===== config.mk =====
export PLATFORM = sky130hd
export DESIGN_NAME = fps_sequencer
export DESIGN_NICKNAME = d
export VERILOG_FILES = /design/src/design/fps_pkg.sv /design/src/design/fps_row_buffer.sv /design/src/design/fps_sequencer.sv
export SDC_FILE = /design/constraint.sdc
export NUM_CORES = 2
export LEC_CHECK = 0
export BUFFER_PORTS_ARGS = -buffer_cell sky130_fd_sc_hd__buf_2
export CELL_PAD_IN_SITES_DETAIL_PLACEMENT = 1
export CELL_PAD_IN_SITES_GLOBAL_PLACEMENT = 1
export CORE_MARGIN = 2
export CORE_UTILIZATION = 54
export DETAILED_ROUTE_END_ITERATION = 8
export GPL_ROUTABILITY_DRIVEN = 0
export MAX_ROUTING_LAYER = met4
export PLACE_DENSITY_LB_ADDON = 0.1
export SLEW_MARGIN = 10
export SYNTH_ARGS = -nofsm -noshare
export SYNTH_HDL_FRONTEND = slang
export SYNTH_SLANG_ARGS = --single-unit

===== constraint.sdc =====
create_clock -name core_clk -period 5.4 [get_ports core_clk]
set_clock_uncertainty 0.15 [all_clocks]
set_input_delay 0.54 -clock core_clk [delete_from_list [all_inputs] [get_ports core_clk]]
set_output_delay 0.54 -clock core_clk [all_outputs]
set_load 0.01 [all_outputs]

===== src/design/fps_pkg.sv =====
// ****************************************************************
// constants, types and helpers of the flash sequencer
// ****************************************************************
package fps_pkg;

  // ****************************************************************
  // register map (byte addresses) and field positions
  // ****************************************************************
  localparam int          APB_AW         = 8;
  localparam logic [7:0]  ADDR_CTRL      = 8'h00;
  localparam logic [7:0]  ADDR_KEY       = 8'h04;
  localparam logic [7:0]  ADDR_TABLE_PAGE_REG    = 8'h08;
  localparam logic [7:0]  ADDR_TBLOFS    = 8'h0C;
  localparam logic [7:0]  ADDR_TBLDAT    = 8'h10;
  localparam logic [7:0]  ADDR_STATUS    = 8'h14;

  localparam int          CTRL_TRIG_BIT  = 15;
  localparam int          CTRL_ALLOW_BIT = 14;
  localparam int          CTRL_FAULT_BIT = 13;
  localparam int          CTRL_ERASE_BIT = 6;
  localparam int          CTRL_OPSEL_LSB = 0;
  localparam int          OPSEL_W        = 4;

  localparam int          STAT_BUSY_BIT  = 0;
  localparam int          STAT_KEY_LSB   = 1;
  localparam int          STAT_FILL_LSB  = 8;

  localparam logic [7:0]  KEY_FIRST      = 8'h55;
  localparam logic [7:0]  KEY_SECOND     = 8'hAA;

  // ****************************************************************
  // operation-select codes
  // ****************************************************************
  localparam logic [3:0]  OPC_BULK       = 4'hF;
  localparam logic [3:0]  OPC_GSEG       = 4'hD;
  localparam logic [3:0]  OPC_SSEG       = 4'hC;
  localparam logic [3:0]  OPC_PAGE       = 4'h2;
  localparam logic [3:0]  OPC_CFG        = 4'h0;
  localparam logic [3:0]  OPC_WORD       = 4'h3;
  localparam logic [3:0]  OPC_ROW        = 4'h1;

  // ****************************************************************
  // geometry: addresses count two units per instruction
  // ****************************************************************
  localparam int          ROW_WORDS      = 64;
  localparam int          PM_AW          = 24;
  localparam int          PM_DW          = 24;
  localparam logic [23:0] PAGE_MASK      = 24'hFFFC00;
  localparam logic [23:0] ROW_MASK       = 24'hFFFF80;

  // ****************************************************************
  // timing: counts of the internal fast oscillator, scaled to core_clk
  // ****************************************************************
  localparam longint      CORE_CLK_KHZ    = 25000;
  localparam longint      FAST_OSC_KHZ    = 7370;
  localparam longint      ROW_OSC_CYCLES  = 11064;
  localparam longint      WORD_OSC_CYCLES = 400;
  localparam longint      PAGE_OSC_CYCLES = 12000;
  localparam longint      BULK_OSC_CYCLES = 80000;

  function automatic int osc_to_core(input longint n);
    osc_to_core = int'((n * CORE_CLK_KHZ + FAST_OSC_KHZ - 1) / FAST_OSC_KHZ);
  endfunction

  localparam int          ROW_CORE_CYCLES  = osc_to_core(ROW_OSC_CYCLES);
  localparam int          WORD_CORE_CYCLES = osc_to_core(WORD_OSC_CYCLES);
  localparam int          PAGE_CORE_CYCLES = osc_to_core(PAGE_OSC_CYCLES);
  localparam int          BULK_CORE_CYCLES = osc_to_core(BULK_OSC_CYCLES);
  localparam int          TMR_W            = 24;

  // ****************************************************************
  // types
  // ****************************************************************
  typedef enum logic [1:0] {KEY_IDLE, KEY_HALF, KEY_ARMED} fps_key_e;
  typedef enum logic {ST_IDLE, ST_RUN} fps_state_e;
  typedef enum logic [3:0] {
    OP_NONE, OP_BULK, OP_GSEG, OP_SSEG, OP_PAGE, OP_CFG_ERASE,
    OP_WORD, OP_ROW, OP_CFG_PROG
  } fps_op_e;

  typedef struct packed {
    logic             start;
    fps_op_e          op;
    logic [PM_AW-1:0] addr;
    logic [PM_DW-1:0] word;
  } fps_flash_cmd_s;

  typedef struct packed {
    logic             valid;
    logic [5:0]       idx;
    logic [PM_DW-1:0] data;
  } fps_row_beat_s;

endpackage


===== src/design/fps_row_buffer.sv =====
`timescale 1ns/10ps
// ****************************************************************
// holding buffer: one write port, registered read port
// ****************************************************************
module fps_row_buffer
  import fps_pkg::*;
#(
  parameter int DEPTH = ROW_WORDS,
  parameter int WIDTH = PM_DW,
  parameter int AW    = $clog2(DEPTH)
) (
  // clock
  input  wire logic             core_clk,
  // write port
  input  wire logic             wr_en,
  input  wire logic [AW-1:0]    wr_idx,
  input  wire logic [WIDTH-1:0] wr_data,
  // read port
  input  wire logic [AW-1:0]    rd_idx,
  output logic      [WIDTH-1:0] rd_data
);

  logic [WIDTH-1:0] mem_r [DEPTH];

  initial begin
    if (DEPTH < 2 || (1 << AW) != DEPTH) begin
      $error("depth must be a power of two");
    end
  end

  always_ff @(posedge core_clk) begin
    if (wr_en) begin
      mem_r[wr_idx] <= wr_data;
    end
  end

  always_ff @(posedge core_clk) begin
    rd_data <= mem_r[rd_idx];
  end

endmodule


===== src/design/fps_sequencer.sv =====
`timescale 1ns/10ps
module fps_sequencer
  import fps_pkg::*;
#(
  parameter int ROW_CYCLES  = ROW_CORE_CYCLES,
  parameter int WORD_CYCLES = WORD_CORE_CYCLES,
  parameter int PAGE_CYCLES = PAGE_CORE_CYCLES,
  parameter int BULK_CYCLES = BULK_CORE_CYCLES
) (
  // clock and resets
  input  wire logic                  core_clk,
  input  wire logic                  rst,
  input  wire logic                  sys_rst,
  // apb slave
  input  wire logic                  psel,
  input  wire logic                  penable,
  input  wire logic                  pwrite,
  input  wire logic [APB_AW-1:0]     paddr,
  input  wire logic [31:0]           pwdata,
  output logic      [31:0]           prdata,
  output logic                       pready,
  output logic                       pslverr,
  // processor and flash array
  output logic                       cpu_stall,
  output fps_flash_cmd_s             flash_cmd,
  output fps_row_beat_s              row_beat,
  output logic                       flash_busy
);

  // ****************************************************************
  // parameter checks
  // ****************************************************************
  initial begin
    if (ROW_CYCLES < ROW_WORDS + 2 || WORD_CYCLES < 1 || PAGE_CYCLES < 1 || BULK_CYCLES < 1) begin
      $error("operation cycle counts too small");
    end
    if (ROW_CYCLES >= (1 << TMR_W) || BULK_CYCLES >= (1 << TMR_W) || PAGE_CYCLES >= (1 << TMR_W)) begin
      $error("operation cycle counts exceed timer width");
    end
  end

  // ****************************************************************
  // state
  // ****************************************************************
  logic                 trig_r;
  logic                 allow_r;
  logic                 fault_r;
  logic                 erase_r;
  logic [OPSEL_W-1:0]   opsel_r;
  fps_key_e             key_r;
  fps_state_e           state_r;
  fps_op_e              run_op_r;
  logic [TMR_W-1:0]     tmr_r;
  logic [7:0]           table_page_reg_r;
  logic [15:0]          tblofs_r;
  logic [PM_AW-1:0]     target_r;
  logic [PM_DW-1:0]     word_r;
  logic [5:0]           fill_r;
  logic [5:0]           rd_idx_r;
  logic                 stream_r;
  logic                 beat_vld_r;
  logic [5:0]           beat_idx_r;
  logic [PM_DW-1:0]     buf_rd_data;

  logic                 acc;
  logic                 wr_acc;
  logic                 rd_acc;
  logic                 mapped;
  logic                 ctrl_wr;
  logic                 key_wr;
  logic                 dat_wr;
  logic                 trig_try;
  logic                 launch;
  logic                 bad_try;
  fps_op_e              sel_op;
  logic [TMR_W-1:0]     sel_len;
  logic                 done;
  logic [PM_AW-1:0]     tbl_addr;

  // ****************************************************************
  // bus decode
  // ****************************************************************
  assign pready  = (state_r == ST_IDLE);
  assign acc     = psel && penable && pready;
  assign wr_acc  = acc && pwrite;
  assign rd_acc  = acc && !pwrite;
  assign mapped  = (paddr == ADDR_CTRL) || (paddr == ADDR_KEY) || (paddr == ADDR_TABLE_PAGE_REG) ||
                   (paddr == ADDR_TBLOFS) || (paddr == ADDR_TBLDAT) || (paddr == ADDR_STATUS);
  assign pslverr = psel && penable && !mapped;
  assign ctrl_wr = wr_acc && (paddr == ADDR_CTRL);
  assign key_wr  = wr_acc && (paddr == ADDR_KEY);
  assign dat_wr  = wr_acc && (paddr == ADDR_TBLDAT);
  assign trig_try = ctrl_wr && pwdata[CTRL_TRIG_BIT];
  assign tbl_addr = {table_page_reg_r, tblofs_r};

  // ****************************************************************
  // operation decode
  // ****************************************************************
  always_comb begin
    sel_op = OP_NONE;
    if (pwdata[CTRL_ERASE_BIT]) begin
      case (pwdata[CTRL_OPSEL_LSB +: OPSEL_W])
        OPC_BULK: sel_op = OP_BULK;
        OPC_GSEG: sel_op = OP_GSEG;
        OPC_SSEG: sel_op = OP_SSEG;
        OPC_PAGE: sel_op = OP_PAGE;
        OPC_CFG:  sel_op = OP_CFG_ERASE;
        default:  sel_op = OP_NONE;
      endcase
    end else begin
      case (pwdata[CTRL_OPSEL_LSB +: OPSEL_W])
        OPC_WORD: sel_op = OP_WORD;
        OPC_ROW:  sel_op = OP_ROW;
        OPC_CFG:  sel_op = OP_CFG_PROG;
        default:  sel_op = OP_NONE;
      endcase
    end
  end

  always_comb begin
    case (sel_op)
      OP_ROW:                    sel_len = TMR_W'(ROW_CYCLES);
      OP_PAGE:                   sel_len = TMR_W'(PAGE_CYCLES);
      OP_BULK, OP_GSEG, OP_SSEG: sel_len = TMR_W'(BULK_CYCLES);
      default:                   sel_len = TMR_W'(WORD_CYCLES);
    endcase
  end

  // trigger accepted only when unlocked and allowed
  assign bad_try = trig_try && !(key_r == KEY_ARMED && pwdata[CTRL_ALLOW_BIT]);
  assign launch  = trig_try && !bad_try && (sel_op != OP_NONE);
  assign done    = (state_r == ST_RUN) && (tmr_r == TMR_W'(1));

  // ****************************************************************
  // control register: trigger also cleared by system reset, other fields only by power-on reset
  // ****************************************************************
  always_ff @(posedge core_clk) begin
    if (rst) begin
      allow_r <= 1'b0;
      erase_r <= 1'b0;
      opsel_r <= '0;
    end else if (ctrl_wr) begin
      allow_r <= pwdata[CTRL_ALLOW_BIT];
      erase_r <= pwdata[CTRL_ERASE_BIT];
      opsel_r <= pwdata[CTRL_OPSEL_LSB +: OPSEL_W];
    end
  end

  always_ff @(posedge core_clk) begin
    if (rst) begin
      trig_r <= 1'b0;
    end else if (launch) begin
      trig_r <= 1'b1;
    end else if (done || sys_rst) begin
      trig_r <= 1'b0;
    end
  end

  // set wins over a software clear in the same cycle
  always_ff @(posedge core_clk) begin
    if (rst) begin
      fault_r <= 1'b0;
    end else if (bad_try || (sys_rst && state_r == ST_RUN)) begin
      fault_r <= 1'b1;
    end else if (ctrl_wr) begin
      fault_r <= pwdata[CTRL_FAULT_BIT];
    end
  end

  // ****************************************************************
  // unlock sequence
  // ****************************************************************
  always_ff @(posedge core_clk) begin
    if (rst || sys_rst) begin
      key_r <= KEY_IDLE;
    end else if (key_wr) begin
      if (key_r == KEY_HALF && pwdata[7:0] == KEY_SECOND) begin
        key_r <= KEY_ARMED;
      end else if (pwdata[7:0] == KEY_FIRST) begin
        key_r <= KEY_HALF;
      end else begin
        key_r <= KEY_IDLE;
      end
    end else if (wr_acc) begin
      key_r <= KEY_IDLE;
    end
  end

  // ****************************************************************
  // table pointer and holding buffer loading
  // ****************************************************************
  always_ff @(posedge core_clk) begin
    if (rst) begin
      table_page_reg_r <= '0;
      tblofs_r <= '0;
    end else if (wr_acc && paddr == ADDR_TABLE_PAGE_REG) begin
      table_page_reg_r <= pwdata[7:0];
    end else if (wr_acc && paddr == ADDR_TBLOFS) begin
      tblofs_r <= pwdata[15:0];
    end else if (dat_wr) begin
      tblofs_r <= tblofs_r + 16'h0002;
    end
  end

  // the first table write of a group fixes the erase or row target
  always_ff @(posedge core_clk) begin
    if (rst) begin
      target_r <= '0;
      word_r   <= '0;
    end else if (dat_wr) begin
      word_r <= pwdata[PM_DW-1:0];
      if (fill_r == 6'h00) begin
        target_r <= tbl_addr;
      end
    end
  end

  // buffer fills in sequential order and restarts after an operation
  always_ff @(posedge core_clk) begin
    if (rst || sys_rst || done) begin
      fill_r <= '0;
    end else if (dat_wr) begin
      fill_r <= fill_r + 6'h01;
    end
  end

  fps_row_buffer #(
    .DEPTH (ROW_WORDS),
    .WIDTH (PM_DW)
  ) u_buf (
    .core_clk (core_clk),
    .wr_en    (dat_wr),
    .wr_idx   (fill_r),
    .wr_data  (pwdata[PM_DW-1:0]),
    .rd_idx   (rd_idx_r),
    .rd_data  (buf_rd_data)
  );

  // ****************************************************************
  // operation timer
  // ****************************************************************
  always_ff @(posedge core_clk) begin
    if (rst || sys_rst) begin
      state_r  <= ST_IDLE;
      tmr_r    <= '0;
      run_op_r <= OP_NONE;
    end else begin
      case (state_r)
        ST_IDLE: begin
          if (launch) begin
            state_r  <= ST_RUN;
            tmr_r    <= sel_len;
            run_op_r <= sel_op;
          end
        end
        ST_RUN: begin
          tmr_r <= tmr_r - TMR_W'(1);
          if (done) begin
            state_r  <= ST_IDLE;
            run_op_r <= OP_NONE;
          end
        end
        default: state_r <= ST_IDLE;
      endcase
    end
  end

  // ****************************************************************
  // flash command and row data stream
  // ****************************************************************
  always_ff @(posedge core_clk) begin
    if (rst) begin
      flash_cmd <= '0;
    end else begin
      flash_cmd.start <= launch;
      if (launch) begin
        flash_cmd.op   <= sel_op;
        flash_cmd.word <= word_r;
        case (sel_op)
          OP_PAGE: flash_cmd.addr <= target_r & PAGE_MASK;
          OP_ROW:  flash_cmd.addr <= target_r & ROW_MASK;
          default: flash_cmd.addr <= target_r;
        endcase
      end
    end
  end

  always_ff @(posedge core_clk) begin
    if (rst || sys_rst) begin
      stream_r <= 1'b0;
      rd_idx_r <= '0;
    end else if (launch && sel_op == OP_ROW) begin
      stream_r <= 1'b1;
      rd_idx_r <= '0;
    end else if (stream_r) begin
      rd_idx_r <= rd_idx_r + 6'h01;
      if (rd_idx_r == 6'(ROW_WORDS - 1)) begin
        stream_r <= 1'b0;
      end
    end
  end

  always_ff @(posedge core_clk) begin
    if (rst) begin
      beat_vld_r <= 1'b0;
      beat_idx_r <= '0;
    end else begin
      beat_vld_r <= stream_r && !sys_rst;
      beat_idx_r <= rd_idx_r;
    end
  end

  assign row_beat.valid = beat_vld_r;
  assign row_beat.idx   = beat_idx_r;
  assign row_beat.data  = buf_rd_data;

  // ****************************************************************
  // read data and status
  // ****************************************************************
  // reloaded through wait states so a stalled read returns the state at completion
  always_ff @(posedge core_clk) begin
    if (rst) begin
      prdata <= '0;
    end else if (psel && !pwrite && !(penable && pready)) begin
      prdata <= '0;
      case (paddr)
        ADDR_CTRL: begin
          prdata[CTRL_TRIG_BIT]                <= trig_r && !done;
          prdata[CTRL_ALLOW_BIT]               <= allow_r;
          prdata[CTRL_FAULT_BIT]               <= fault_r;
          prdata[CTRL_ERASE_BIT]               <= erase_r;
          prdata[CTRL_OPSEL_LSB +: OPSEL_W]    <= opsel_r;
        end
        ADDR_TABLE_PAGE_REG: prdata[7:0]  <= table_page_reg_r;
        ADDR_TBLOFS: prdata[15:0] <= tblofs_r;
        ADDR_STATUS: begin
          prdata[STAT_BUSY_BIT]      <= (state_r == ST_RUN) && !done;
          prdata[STAT_KEY_LSB +: 2]  <= key_r;
          prdata[STAT_FILL_LSB +: 6] <= fill_r;
        end
        default: prdata <= '0;
      endcase
    end
  end

  assign cpu_stall  = (state_r == ST_RUN);
  assign flash_busy = trig_r;

endmodule


==> results_dict.tcl <==
set metrics [dict create \
    outcome "complete, no violations" \
    cp_top_family "simple AND/OR/NAND/NOR gates" \
    grt.total_usage_pct 31.2 \
    antenna_found_initial 14 \
    port_buffers 141 \
    finalHoldViolations 0 \
    slew-limit-headroom_pct 16.5 \
    clock_latency_ns 0.82 \
    crit_type "reg -> reg" \
    placed_area_um2 70600 \
    vias 36900 \
    slowest_delay_ns 0.83 \
    start_util_pct 54.4 \
    seq_area_frac_synth_pct 75.1 \
    max_cap_viol_count 0 \
    mostFrequentLayoutCells "edfxtp_1 (1536), mux4_2 (348), dfxtp_1 (215)" \
    ys_types 80 \
    ys_ff_latch 1756 \
    cp-end-kind "flip-flop" \
    postCtsResizedCells 0 \
    area_growth_syn_to_layout_pct 13.4 \
    tns_ns 0 \
    cts_buffers 177 \
    cts_tree "built" \
    clockBufferDepth 3 \
    fin_ws_ns 1.41 \
    die_x_um 357 \
    netlist_instances 3591 \
    clk_pin_slew_worst_paths_ns 0.07 \
    leakage_nw 23.4 \
    yosys_warnings 0 \
    hpwl_mm 110 \
    synth_edf_count 1536 \
    stdcell_area_um2 76300 \
    dp_cells 5305 \
    ir_drop_v 0.000353 \
    critical_path_required_ns 5.73 \
    maxSlewViolCount 0 \
    period_share_pct 73.9 \
    drt-pass1-iter-count 5 \
    layout.cells.non_filler 5638 \
    setup_viol 0 \
    syn_area_um2 67300 \
    dp_slack_ns 1.27 \
    grt_first_pass_wirelength_mm 274 \
    htreeDepth 4 \
    drive_gt1_share_pct 24.7 \
    synth_ff_type "edfxtp_1" \
    clock_sinks 1756 \
    vias_per_cell 6.54 \
    crit_slowest_cell "or4_1" \
    rsz0062_at_grt "false" \
    worst_hold_slack_ns 0.0706 \
    pin_count 166 \
    die_height_um 357 \
    crit_path_start "cpu_stall$_SDFF_PP0_" \
    wirelength_mm 190 \
    worstMarginPinSlew_ns 1.25 \
    hold_class "in -> reg" \
    fp-row-count 129 \
    nets 3903 \
    path_cells "buf_4 -> nand4b_1 -> nor3_1 -> buf_4 -> nand2_1 -> or4_1 -> nor2_2 -> buf_4" \
    cts_root_buffer "clkbuf_16" \
    min_from "paddr[4]" \
    grt_start_max_net_pins 122 \
    critPathLaunchType "flip-flop" \
    core_area_um2 124000 \
    dieArea_um2 127000 \
    drc 0 \
    grt_pass1_vias 38800 \
    power.density_nw_per_um2 355 \
    arrival_ns 4.32 \
    ant_nets 0 \
    crit_buf_inv 3 \
    wl_per_cell_um 33.8 \
    synthArstFlopShare_pct 0 \
    worst_path_most_repeated_cell "buf_4" \
    grt_remaining_overflow 0 \
    dr.first_iter.drc_count 4366 \
    fmax_ghz 0.251 \
    period_needed_ns 3.99 \
    avgSynthCellArea_um2 18.7 \
    cp_max_fo 19 \
    r2r_start "cpu_stall$_SDFF_PP0_" \
    final_common_cell "edfxtp_1" \
]
-- path summary, 6_finish.rpt --
| path | to | slack, ns | cells after the start |
|---|---|---|---|
| worst max-delay path | u_buf.mem_r[25][17]$_DFFE_PP_ | 1.41 | 8 |
| worst min-delay path | prdata[2]$_SDFFE_PP0P_ | 0.07 | 4 |
| worst max register to register | u_buf.mem_r[25][17]$_DFFE_PP_ | 1.41 | 8 |
| worst min register to register | flash_cmd[4]$_SDFFE_PP0P_ | 0.30 | 2 |
-- cells by family after synthesis --
group / after synthesis / synth area share [%]
other: 1 / 0.00557
AND/OR/NAND/NOR: 603 / 4.32
multiplexers: 514 / 14.1
adder cells (fa/ha/maj): 6 / 0.112
buffers and inverters: 247 / 1.66
XOR/XNOR: 17 / 0.221
AO/OA/AOI/OAI: 447 / 4.45
flip-flops: 1756 / 75.1
-- synth_stat cells (all sizes together), types with 7 or more instances --
master	count	share of area [%]
edfxtp	1536	69
mux4	348	12
dfxtp	220	6.5
nand2	204	1.1
nor2	167	0.93
mux2i	164	2.4
a21oi	144	1.1
clkbuf	121	0.68
buf	112	0.90
o22ai	59	0.55
nand3	53	0.39
a211oi	48	0.54
a22oi	38	0.42
or3	28	0.28
o21ai	27	0.20
nand2b	22	0.20
nor4	19	0.20
or4	19	0.22
a2111oi	17	0.22
nor3	17	0.13
o311ai	17	0.22
a22o	16	0.21
a311oi	15	0.20
o221ai	15	0.20
inv	14	0.078
nand3b	11	0.12
nand4	11	0.10
xor2	10	0.13
and2	9	0.084
a211o	8	0.10
a31oi	8	0.074
and3	8	0.074
nor2b	8	0.074
or2	8	0.074
xnor2	7	0.091
-- sequential cells by signal, indices dropped and copies added, names as in the netlist, 2 cells and up --
| name | cells |
|---|---|
| tmr_r | 24 |
| fill_r | 6 |
| word_r | 24 |
| u_buf.mem_r | 1536 |
| prdata | 16 |
| flash_cmd | 53 |
| table_page_reg_r | 8 |
| u_buf.rd_data | 24 |
| tblofs_r | 16 |
| key_r | 2 |
| target_r | 24 |
| beat_idx_r | 6 |
| opsel_r | 4 |
| rd_idx_r | 6 |
-- metal layers --
| metal | vias up | part of all wire [%] | global-route usage (%) |
|---|---|---|---|
| met1 | 19800 | 40 | 42.0 |
| met3 | 306 | 7.7 | 5.47 |
| li1 | 15100 | - | - |
| met5 | - | 0 | - |
| met4 | 0 | 2.8 | 9.08 |
| met2 | 1717 | 49 | 49.5 |
-- area by class of cell --
type	instances	area (um2)
Fill cell	10600	47400
Antenna cell	4	10.0
Timing Repair Buffer	299	2080
Clock inverter	76	691
Tap cell	1637	2050
Inverter	14	52.6
Multi-Input combinational cell	1603	16000
Clock buffer	249	4880
Sequential cell	1756	50500
-- per-stage QoR --
step | utilization, % | total power [mW]
after global placement | 57.1 | 15.4
after global routing | 61.7 | 27.7
after floorplan | - | 15.1
after CTS | 61.7 | 27.2
after detailed placement | 57.1 | 15.4
final | 61.7 | 27.1
-- report_power, final --
group | total, mW | switching [mW] | internal, mW
Combinational | 0.357 | 0.315 | 0.0414
Clock | 12.0 | 5.17 | 6.79
Sequential | 14.7 | 0.00309 | 14.7
-- worst min-delay path: stages --
cell and delay, ns:
buf_2 0.15, xor2_1 0.08, nand4b_1 0.10, o21ai_0 0.09
-- what timing repair did --
| action | 4_1_cts | 5_1_grt |
|---|---|---|
| hold endpoints to repair | 31 | 0 |
| buffers inserted | 0 | 0 |
| hold buffers | 4 | 0 |
Power figures use the tool's default switching activity.
